File: src/hdl/gpio_wake_pkg.sv
package gpio_wake_pkg;

  // register index = printed offset; byte address = 4 * index
  localparam logic [7:0] IDX_PORT0_DIRECTION   = 8'hB8;
  localparam logic [7:0] IDX_EDGE_SELECT       = 8'hBF;
  localparam logic [7:0] IDX_PORT1_WAKE_ENABLE = 8'hC0;
  localparam logic [7:0] IDX_PORT1_DIRECTION   = 8'hC1;
  localparam logic [7:0] IDX_PORT5_DIRECTION   = 8'hC5;
  localparam logic [7:0] IDX_PORT0_DATA        = 8'hD0;
  localparam logic [7:0] IDX_PORT1_DATA        = 8'hD1;
  localparam logic [7:0] IDX_PORT5_DATA        = 8'hD5;
  localparam logic [7:0] IDX_PORT0_PULLUP      = 8'hE0;
  localparam logic [7:0] IDX_PORT1_PULLUP      = 8'hE1;
  localparam logic [7:0] IDX_PORT5_PULLUP      = 8'hE5;
  localparam logic [7:0] IDX_IRQ_CONTROL       = 8'hF0;
  localparam logic [7:0] IDX_BIT_OP            = 8'hF1;

  localparam int ADDR_W = 10;
  localparam int P0_W   = 3;
  localparam int P1_W   = 7;
  localparam int P5_W   = 4;

  localparam logic [7:0] MASK_P0 = 8'h07;
  localparam logic [7:0] MASK_P1 = 8'h7F;
  localparam logic [7:0] MASK_P5 = 8'h0F;

  localparam logic [7:0] RST_ZERO = 8'h00;
  localparam logic [1:0] RST_EDGE = 2'h2;

  // edge select encoding for pin 0.0
  localparam logic [1:0] EDGE_RISE = 2'h1;
  localparam logic [1:0] EDGE_FALL = 2'h2;
  localparam logic [1:0] EDGE_BOTH = 2'h3;

  // irq control register fields
  localparam int IRQC_WAKE_FLAG = 0;
  localparam int IRQC_WAKE_IEN  = 1;
  localparam int IRQC_P00_FLAG  = 2;
  localparam int IRQC_P00_IEN   = 3;

  // bit operation register fields: [7:0] register index, [10:8] bit, [11] value
  localparam int BOP_BIT_LSB = 8;
  localparam int BOP_VAL     = 11;

  localparam logic [1:0] RESP_OKAY   = 2'h0;
  localparam logic [1:0] RESP_SLVERR = 2'h2;

  typedef struct packed {
    logic [P0_W-1:0] port0;
    logic [P1_W-1:0] port1;
    logic [P5_W-1:0] port5;
  } pins_t;

endpackage : gpio_wake_pkg

File: src/hdl/gpio_ports_with_wakeup.sv
// Our own choice: the AXI4-Lite slave port.
`timescale 1ns/1ps

module gpio_ports_with_wakeup
  import gpio_wake_pkg::*;
#(
  parameter bit EXT_RESET_OPTION = 1'b0
) (
  input  wire  logic                       mclk,
  input  wire  logic                       resetn,
  input  wire  logic                       lowPower,
  input  wire  gpio_wake_pkg::pins_t       pinIn,
  output       gpio_wake_pkg::pins_t       pinOut,
  output       gpio_wake_pkg::pins_t       pinOe,
  output       gpio_wake_pkg::pins_t       pullupEn,
  output logic                             wakeRequest,
  output logic                             wakeVector,
  output logic                             pin00Vector,
  input  wire  logic [ADDR_W-1:0]          s_axi_awaddr,
  input  wire  logic                       s_axi_awvalid,
  output logic                             s_axi_awready,
  input  wire  logic [31:0]                s_axi_wdata,
  input  wire  logic [3:0]                 s_axi_wstrb,
  input  wire  logic                       s_axi_wvalid,
  output logic                             s_axi_wready,
  output logic [1:0]                       s_axi_bresp,
  output logic                             s_axi_bvalid,
  input  wire  logic                       s_axi_bready,
  input  wire  logic [ADDR_W-1:0]          s_axi_araddr,
  input  wire  logic                       s_axi_arvalid,
  output logic                             s_axi_arready,
  output logic [31:0]                      s_axi_rdata,
  output logic [1:0]                       s_axi_rresp,
  output logic                             s_axi_rvalid,
  input  wire  logic                       s_axi_rready
);
  import gpio_wake_pkg::*;

  // fixed fields inside the register words
  localparam int          BOP_BIT_W  = 3;
  localparam int          P16_POS    = 6;
  localparam logic [7:0]  BIT_ONE    = 8'h01;
  localparam logic [23:0] RDATA_FILL = 24'h000000;

  // pin synchronisers: first stage read only by the second
  pins_t pinMeta_q;
  pins_t pinSync_q;
  pins_t pinPrev_q;
  logic  lpMeta_q;
  logic  lpSync_q;

  always_ff @(posedge mclk or negedge resetn) begin
    if (!resetn) begin
      pinMeta_q <= '0;
      pinSync_q <= '0;
      pinPrev_q <= '0;
      lpMeta_q  <= 1'b0;
      lpSync_q  <= 1'b0;
    end else begin
      pinMeta_q <= pinIn;
      pinSync_q <= pinMeta_q;
      pinPrev_q <= pinSync_q;
      lpMeta_q  <= lowPower;
      lpSync_q  <= lpMeta_q;
    end
  end

  // register state
  logic [7:0] dir0_q;
  logic [7:0] dir1_q;
  logic [7:0] dir5_q;
  logic [7:0] dat0_q;
  logic [7:0] dat1_q;
  logic [7:0] dat5_q;
  logic [7:0] pu0_q;
  logic [7:0] pu1_q;
  logic [7:0] pu5_q;
  logic [7:0] wakeEn_q;
  logic [1:0] edgeSel_q;
  logic       wakeFlag_q;
  logic       wake_interrupt_enable_q;
  logic       p00Flag_q;
  logic       pin00_interrupt_enable_q;

  // axi write channel: address and data latched independently, either order
  logic              awHeld_q;
  logic              wHeld_q;
  logic [ADDR_W-1:0] awAddr_q;
  logic [31:0]       wData_q;
  logic [3:0]        wStrb_q;
  logic              doWrite;
  logic [7:0]        wIdx;

  assign s_axi_awready = !awHeld_q && !s_axi_bvalid;
  assign s_axi_wready  = !wHeld_q && !s_axi_bvalid;
  assign doWrite       = awHeld_q && wHeld_q && !s_axi_bvalid;
  assign wIdx          = awAddr_q[ADDR_W-1:2];

  always_ff @(posedge mclk or negedge resetn) begin
    if (!resetn) begin
      awHeld_q <= 1'b0;
      wHeld_q  <= 1'b0;
      awAddr_q <= '0;
      wData_q  <= '0;
      wStrb_q  <= '0;
    end else begin
      if (s_axi_awvalid && s_axi_awready) begin
        awHeld_q <= 1'b1;
        awAddr_q <= s_axi_awaddr;
      end else if (doWrite) begin
        awHeld_q <= 1'b0;
      end
      if (s_axi_wvalid && s_axi_wready) begin
        wHeld_q <= 1'b1;
        wData_q <= s_axi_wdata;
        wStrb_q <= s_axi_wstrb;
      end else if (doWrite) begin
        wHeld_q <= 1'b0;
      end
    end
  end

  // the bit-op word is listed so it answers OKAY although it reads back zero
  function automatic logic knownIdx(input logic [7:0] idx);
    case (idx)
      IDX_PORT0_DIRECTION, IDX_EDGE_SELECT, IDX_PORT1_WAKE_ENABLE, IDX_PORT1_DIRECTION,
      IDX_PORT5_DIRECTION, IDX_PORT0_DATA, IDX_PORT1_DATA, IDX_PORT5_DATA,
      IDX_PORT0_PULLUP, IDX_PORT1_PULLUP, IDX_PORT5_PULLUP, IDX_IRQ_CONTROL,
      IDX_BIT_OP: knownIdx = 1'b1;
      default: knownIdx = 1'b0;
    endcase
  endfunction : knownIdx

  always_ff @(posedge mclk or negedge resetn) begin
    if (!resetn) begin
      s_axi_bvalid <= 1'b0;
    end else if (doWrite) begin
      s_axi_bvalid <= 1'b1;
    end else if (s_axi_bready) begin
      s_axi_bvalid <= 1'b0;
    end
  end

  // unmapped words are answered with an error and leave every register alone
  always_ff @(posedge mclk or negedge resetn) begin
    if (!resetn) begin
      s_axi_bresp <= RESP_OKAY;
    end else if (doWrite) begin
      s_axi_bresp <= knownIdx(wIdx) ? RESP_OKAY : RESP_SLVERR;
    end
  end

  // byte write and single-bit operation both resolve into a full next value for each register built on nextVal; edge select and irq control take byte writes only
  logic       lowLane;
  logic       bitOp;
  logic [7:0] bitIdx;
  logic [7:0] bitSel;
  logic       bitVal;

  // a write with neither low strobe bit set is answered but changes nothing
  assign lowLane = doWrite && wStrb_q[0];
  assign bitOp   = doWrite && wIdx == IDX_BIT_OP && wStrb_q[1];
  assign bitIdx  = wData_q[7:0];
  assign bitSel  = BIT_ONE << wData_q[BOP_BIT_LSB +: BOP_BIT_W];
  assign bitVal  = wData_q[BOP_VAL];

  // the mask keeps absent bit positions at zero whatever is written
  function automatic logic [7:0] nextVal(input logic [7:0] cur, input logic [7:0] idx,
                                         input logic [7:0] mask);
    logic [7:0] v;
    v = cur;
    if (lowLane && wIdx == idx) begin
      v = wData_q[7:0];
    end else if (bitOp && bitIdx == idx) begin
      v = bitVal ? (cur | bitSel) : (cur & ~bitSel);
    end
    nextVal = v & mask;
  endfunction : nextVal

  always_ff @(posedge mclk or negedge resetn) begin
    if (!resetn) begin
      dir0_q <= RST_ZERO;
      dir1_q <= RST_ZERO;
      dir5_q <= RST_ZERO;
    end else begin
      dir0_q <= nextVal(dir0_q, IDX_PORT0_DIRECTION, MASK_P0);
      dir1_q <= nextVal(dir1_q, IDX_PORT1_DIRECTION, MASK_P1);
      dir5_q <= nextVal(dir5_q, IDX_PORT5_DIRECTION, MASK_P5);
    end
  end

  // p1.6 pinned high when the external reset option holds it
  localparam logic [7:0] P16_FORCE = EXT_RESET_OPTION ? (BIT_ONE << P16_POS) : RST_ZERO;

  always_ff @(posedge mclk or negedge resetn) begin
    if (!resetn) begin
      dat0_q <= RST_ZERO;
      dat1_q <= RST_ZERO | P16_FORCE;
      dat5_q <= RST_ZERO;
    end else begin
      dat0_q <= nextVal(dat0_q, IDX_PORT0_DATA, MASK_P0);
      dat1_q <= nextVal(dat1_q, IDX_PORT1_DATA, MASK_P1) | P16_FORCE;
      dat5_q <= nextVal(dat5_q, IDX_PORT5_DATA, MASK_P5);
    end
  end

  always_ff @(posedge mclk or negedge resetn) begin
    if (!resetn) begin
      pu0_q <= RST_ZERO;
      pu1_q <= RST_ZERO;
      pu5_q <= RST_ZERO;
    end else begin
      pu0_q <= nextVal(pu0_q, IDX_PORT0_PULLUP, MASK_P0);
      pu1_q <= nextVal(pu1_q, IDX_PORT1_PULLUP, MASK_P1);
      pu5_q <= nextVal(pu5_q, IDX_PORT5_PULLUP, MASK_P5);
    end
  end

  always_ff @(posedge mclk or negedge resetn) begin
    if (!resetn) begin
      wakeEn_q  <= RST_ZERO;
      edgeSel_q <= RST_EDGE;
    end else begin
      wakeEn_q <= nextVal(wakeEn_q, IDX_PORT1_WAKE_ENABLE, MASK_P1);
      // codes are stored as written; the reserved code simply disables the trigger
      if (lowLane && wIdx == IDX_EDGE_SELECT) begin
        edgeSel_q <= wData_q[1:0];
      end
    end
  end

  // event detection on synchronised pins
  logic p00Rise;
  logic p00Fall;
  logic p00Trig;
  logic p1Change;
  logic p0Change;
  logic wakeEvent;

  assign p00Rise  = pinSync_q.port0[0] && !pinPrev_q.port0[0];
  assign p00Fall  = !pinSync_q.port0[0] && pinPrev_q.port0[0];
  always_comb begin
    case (edgeSel_q)
      EDGE_RISE: p00Trig = p00Rise;
      EDGE_FALL: p00Trig = p00Fall;
      EDGE_BOTH: p00Trig = p00Rise || p00Fall;
      default:   p00Trig = 1'b0;                            // reserved code: no trigger
    endcase
  end

  // only input pins count; a driven pin would wake itself
  assign p1Change  = |((pinSync_q.port1 ^ pinPrev_q.port1) & wakeEn_q[P1_W-1:0]
                       & ~dir1_q[P1_W-1:0]);
  assign p0Change  = |((pinSync_q.port0 ^ pinPrev_q.port0) & ~dir0_q[P0_W-1:0]);
  assign wakeEvent = lpSync_q && (p1Change || p0Change);
  // one-cycle pulse: the power controller outside must latch it
  assign wakeRequest = wakeEvent;

  // flags: set wins over a software clear in the same cycle
  logic irqWrite;
  assign irqWrite = lowLane && wIdx == IDX_IRQ_CONTROL;

  always_ff @(posedge mclk or negedge resetn) begin
    if (!resetn) begin
      wakeFlag_q <= 1'b0;
      p00Flag_q  <= 1'b0;
    end else begin
      if (wakeEvent) begin
        wakeFlag_q <= 1'b1;
      end else if (irqWrite) begin
        wakeFlag_q <= wData_q[IRQC_WAKE_FLAG];
      end
      if (p00Trig) begin
        p00Flag_q <= 1'b1;
      end else if (irqWrite) begin
        p00Flag_q <= wData_q[IRQC_P00_FLAG];
      end
    end
  end

  always_ff @(posedge mclk or negedge resetn) begin
    if (!resetn) begin
      wake_interrupt_enable_q <= 1'b0;
      pin00_interrupt_enable_q  <= 1'b0;
    end else if (irqWrite) begin
      wake_interrupt_enable_q <= wData_q[IRQC_WAKE_IEN];
      pin00_interrupt_enable_q  <= wData_q[IRQC_P00_IEN];
    end
  end

  // enables only gate the vector outputs; flags set regardless
  assign wakeVector  = wakeFlag_q && wake_interrupt_enable_q;
  assign pin00Vector = p00Flag_q && pin00_interrupt_enable_q;

  // pad drive from registers
  // pull-ups stay enabled on output pins; the pad ignores them while driving
  always_comb begin
    pinOut.port0   = dat0_q[P0_W-1:0];
    pinOut.port1   = dat1_q[P1_W-1:0];
    pinOut.port5   = dat5_q[P5_W-1:0];
    pinOe.port0    = dir0_q[P0_W-1:0];
    pinOe.port1    = dir1_q[P1_W-1:0];
    pinOe.port5    = dir5_q[P5_W-1:0];
    pullupEn.port0 = pu0_q[P0_W-1:0];
    pullupEn.port1 = pu1_q[P1_W-1:0];
    pullupEn.port5 = pu5_q[P5_W-1:0];
  end

  // read channel, one-cycle latency
  logic [7:0] rIdx;
  logic [7:0] rByte;
  logic       rKnown;
  assign rIdx = s_axi_araddr[ADDR_W-1:2];
  assign s_axi_arready = !s_axi_rvalid;

  always_comb begin
    rKnown = 1'b1;
    case (rIdx)
      IDX_PORT0_DIRECTION:   rByte = dir0_q;
      IDX_EDGE_SELECT:       rByte = {6'h00, edgeSel_q};
      IDX_PORT1_WAKE_ENABLE: rByte = wakeEn_q;
      IDX_PORT1_DIRECTION:   rByte = dir1_q;
      IDX_PORT5_DIRECTION:   rByte = dir5_q;
      IDX_PORT0_DATA:        rByte = {5'h00, pinSync_q.port0};
      IDX_PORT1_DATA:        rByte = {1'b0, pinSync_q.port1} | P16_FORCE;
      IDX_PORT5_DATA:        rByte = {4'h0, pinSync_q.port5};
      IDX_IRQ_CONTROL:       rByte = {4'h0, pin00_interrupt_enable_q, p00Flag_q, wake_interrupt_enable_q, wakeFlag_q};
      IDX_PORT0_PULLUP, IDX_PORT1_PULLUP, IDX_PORT5_PULLUP,
      IDX_BIT_OP:            rByte = RST_ZERO;              // write-only: reads zero
      default: begin
        rByte  = RST_ZERO;
        rKnown = 1'b0;
      end
    endcase
  end

  always_ff @(posedge mclk or negedge resetn) begin
    if (!resetn) begin
      s_axi_rvalid <= 1'b0;
    end else if (s_axi_arvalid && s_axi_arready) begin
      s_axi_rvalid <= 1'b1;
    end else if (s_axi_rready) begin
      s_axi_rvalid <= 1'b0;
    end
  end

  // data captured at the accept edge so it stands unchanged until rready
  always_ff @(posedge mclk or negedge resetn) begin
    if (!resetn) begin
      s_axi_rdata <= '0;
      s_axi_rresp <= RESP_OKAY;
    end else if (s_axi_arvalid && s_axi_arready) begin
      s_axi_rdata <= {RDATA_FILL, rByte};
      s_axi_rresp <= rKnown ? RESP_OKAY : RESP_SLVERR;
    end
  end

endmodule : gpio_ports_with_wakeup

File: config.mk
export PLATFORM = sky130hd
export DESIGN_NAME = gpio_ports_with_wakeup
export DESIGN_NICKNAME = d
export VERILOG_FILES = /design/src/hdl/gpio_wake_pkg.sv /design/src/hdl/gpio_ports_with_wakeup.sv
export SDC_FILE = /design/constraint.sdc
export NUM_CORES = 1
export LEC_CHECK = 0
export BUFFER_PORTS_ARGS = -buffer_cell sky130_fd_sc_hd__buf_4
export CORE_MARGIN = 2
export CORE_UTILIZATION = 54
export CTS_CLUSTER_SIZE = 14
export DETAILED_ROUTE_END_ITERATION = 7
export PLACE_DENSITY = 0.85
export SYNTH_ARGS = -nofsm -noshare
export SYNTH_HDL_FRONTEND = slang
export SYNTH_SLANG_ARGS = --single-unit
File: constraint.sdc
create_clock -name mclk -period 2.4 [get_ports mclk]
set_input_delay 0.12 -clock mclk [delete_from_list [all_inputs] [get_ports mclk]]
set_output_delay 0.12 -clock mclk [all_outputs]
set_load 0.005 [all_outputs]
==> results.sh <==
export IMPL_cts_tree="built"
export IMPL_dp_cells=876
export IMPL_p_comb_share_pct=26.4
export IMPL_intPower_w=0.00494
export IMPL_ys_flop_type="dfrtp_1"
export IMPL_hold_start="s_axi_awvalid"
export IMPL_die_y_um=114
export IMPL_fin_ws_ns=0.0780
export IMPL_die_area_mm2=0.0129
export IMPL_ant_nets=0
export IMPL_holdPathStages=3
export IMPL_synth_edff_count=0
export IMPL_post_cts_buffers=0
export IMPL_reg2regPathDepth=5
export IMPL_critical_path_arrival_ns=2.63
export IMPL_leakagePower_nw=3.72
export IMPL_status="complete, no violations"
export IMPL_drtIter0Drc=813
export IMPL_grt_max_degree=57
export IMPL_syn_to_final_growth_pct=29.6
export IMPL_dpl_hpwl_mm=12.8
export IMPL_yosys_top_cells_area="dfrtp_1 50%, mux2_2 4.0%, nand2_1 3.5%, o211ai_1 3.4%, buf_4 3.1%"
export IMPL_tightest_slew_ns=0.736
export IMPL_dp_slack_ns=0.137
export IMPL_total_power_w=0.00756
export IMPL_antenna_cells=0
export IMPL_cts_root_buf="clkbuf_16"
export IMPL_r2r_start="s_axi_bvalid$_DFFE_PN0P_"
export IMPL_ys_top_cells_by_count="129 x dfrtp_1, 60 x nand2_1, 31 x nor2_1, 31 x o21ai_0, 29 x o211ai_1"
export IMPL_setup_viol=0
export IMPL_irDropWorstVdd_uv=555
export IMPL_pwr_share_seq_pct=43.0
export IMPL_maxCapViolations=0
export IMPL_wirelength_mm=18.4
export IMPL_min_period_ns=2.32
export IMPL_grt_total_usage_pct=29.4
export IMPL_cts_clk_slew_worst_paths_ns=0.06
export IMPL_hp_class="in2reg"
export IMPL_h_tree_depth=4
export IMPL_yosys_area_top_type="dfrtp_1"
export IMPL_synth_distinct_cells=63
export IMPL_slew_headroom_pct=50.2
export IMPL_num_vias=5858
export IMPL_synth_seq_area_share_pct=50.1
export IMPL_drive_above_1_share_pct=25.5
export IMPL_required_ns=2.70
export IMPL_synth_cells=628
export IMPL_grt_antenna_before_repair=0
export IMPL_instances_no_fill=947
export IMPL_die_x_um=114
export IMPL_crit_type="reg2reg"
export IMPL_portBuffers=110
export IMPL_clk_latency_ns=0.42
export IMPL_switching_power_w=0.00261
export IMPL_vias_per_cell=6.19
export IMPL_synth_top_area_share_pct=49.7
export IMPL_end_kind="flop"
export IMPL_setup_tns_final_ns=0
export IMPL_ys_warnings_count=0
export IMPL_switching_share_pct=34.6
export IMPL_p_per_area_mw_per_mm2=898
export IMPL_critPathMaxFanout=12
export IMPL_gp_congestion=0.922
export IMPL_whs_endpoint="awHeld_q$_DFFE_PN0P_"
export IMPL_clock_path_buffers=2
export IMPL_cp_start_kind="flop"
export IMPL_io_pins=164
export IMPL_fp_row_count=40
export IMPL_regToRegSetupSlack_ns=0.08
export IMPL_core_area_mm2=0.0119
export IMPL_finalHoldViolCount=0
export IMPL_start_util_pct=54.7
export IMPL_drc=0
export IMPL_grt_pass1_vias=5788
export IMPL_synth_seq_cells=130
export IMPL_first_pass_iters=6
export IMPL_synth_area_mm2=0.00649
export IMPL_clkSinkCount=130
export IMPL_slew_violations=0
export IMPL_finalCritPeriodShare_pct=96.7
export IMPL_grt_overflow=0
export IMPL_yosysMostFrequentCell="dfrtp_1"
export IMPL_layout_nets=868
export IMPL_grt_pass1_wl_mm=29.6
export IMPL_finalClockSkew_ns=0.0120
export IMPL_ys_async_sr_fraction_pct=100
export IMPL_fmax_mhz=431
export IMPL_p_clk_share_pct=30.7
export IMPL_wl_per_cell_um=19.4
export IMPL_avgSynthCellArea_um2=10.3
export IMPL_cts_made_buffers=17
## worst max path at each step
stage                             start   end  slack, ns  cells after the start
2_1_floorplan  s_axi_bvalid$_DFFE_PN0P_  flop       0.38                      7
3_3_place_gp    awAddr_q[3]$_DFFE_PN0P_  flop       0.28                      6
3_5_place_dp    awAddr_q[3]$_DFFE_PN0P_  flop       0.14                      5
4_1_cts        s_axi_bvalid$_DFFE_PN0P_  flop        0.1                      5
5_1_grt        s_axi_bvalid$_DFFE_PN0P_  flop     -0.003                      6
6_report       s_axi_bvalid$_DFFE_PN0P_  flop       0.08                      5
## layer usage
layer | track usage (%) | routed length [um]
met1 | 39.0 | 7320
met2 | 48.7 | 8970
met3 | 6.70 | 1560
met4 | 9.27 | 537
met5 | 0 | 0
## cell type report
| type | instances | area, um2 |
|---|---|---|
| Fill cell | 838 | 3450 |
| Sequential cell | 130 | 3250 |
| Multi-Input combinational cell | 444 | 2920 |
| Timing Repair Buffer | 182 | 1480 |
| Clock buffer | 21 | 470 |
| Tap cell | 147 | 184 |
| Clock inverter | 10 | 61.3 |
| Inverter | 13 | 48.8 |
## worst max-delay path, stage by stage, from the launching register on
cell and delay, ns:
dfrtp_1 0.42, nand3b_4 0.28, or4_1 0.69, o41ai_1 0.50
o211ai_1 0.18, o21a_1 0.14
## placed cells by master, fill, tap and decap left out, drive strengths merged, types with 6 or more instances in the layout
| cell | Yosys | layout |
|---|---|---|
| dfrtp | 129 | 129 |
| mux2 | 23 | 23 |
| mux2i | 6 | 6 |
| nor2 | 31 | 31 |
| nand3 | 24 | 24 |
| buf | 38 | 142 |
| nand4 | 10 | 10 |
| o211ai | 29 | 29 |
| clkinv | 0 | 7 |
| inv | 13 | 13 |
| o41ai | 6 | 6 |
| and2 | 10 | 10 |
| a21oi | 17 | 17 |
| and4b | 7 | 7 |
| o31ai | 8 | 8 |
| o21a | 15 | 15 |
| nor3 | 11 | 11 |
| a31oi | 12 | 12 |
| dlygate4sd3 | 0 | 40 |
| a22oi | 7 | 7 |
| clkbuf | 29 | 21 |
| or3 | 10 | 10 |
| nand2 | 60 | 60 |
| o311ai | 12 | 12 |
| o21ai | 31 | 31 |
| nor3b | 12 | 12 |
| xnor2 | 9 | 9 |
| conb | 1 | 27 |
## metrics by stage
step / hold WS (ns) / area, um2 / utilization [%]
global route: 0.0545 / 8410 / 70.9
CTS: 0.0166 / 8400 / 70.9
detailed placement: 0.214 / 7470 / 63.0
global placement: 0.209 / 7470 / 63.0
floorplan: -0.176 / 6590 / -
finish: 0.0226 / 8410 / 70.9
## power groups by stage
stage	logic [W]	clock network, W	registers, W
2_1_floorplan	0.00133	0	0.00293
3_3_place_gp	0.00180	0	0.00322
3_5_place_dp	0.00187	0	0.00325
4_1_cts	0.00194	0.00233	0.00322
5_1_grt	0.00215	0.00244	0.00330
6_report	0.00199	0.00232	0.00325
## timing repair
item / CTS / global route
gates resized for setup: 0 / 3
hold endpoints to repair: 91 / 0
hold buffers: 40 / 0
setup endpoints to repair: 0 / 4
## cell families after synthesis
kind of cell    synth area share [%]
compound gates                  18.1
xor+xnor                        1.21
fa+ha+maj                      0.386
buf+inv                         6.57
flops                           50.1
mux                             4.92
other cells                   0.0578
simple gates                    18.6
(Power assumes the default switching activity.)
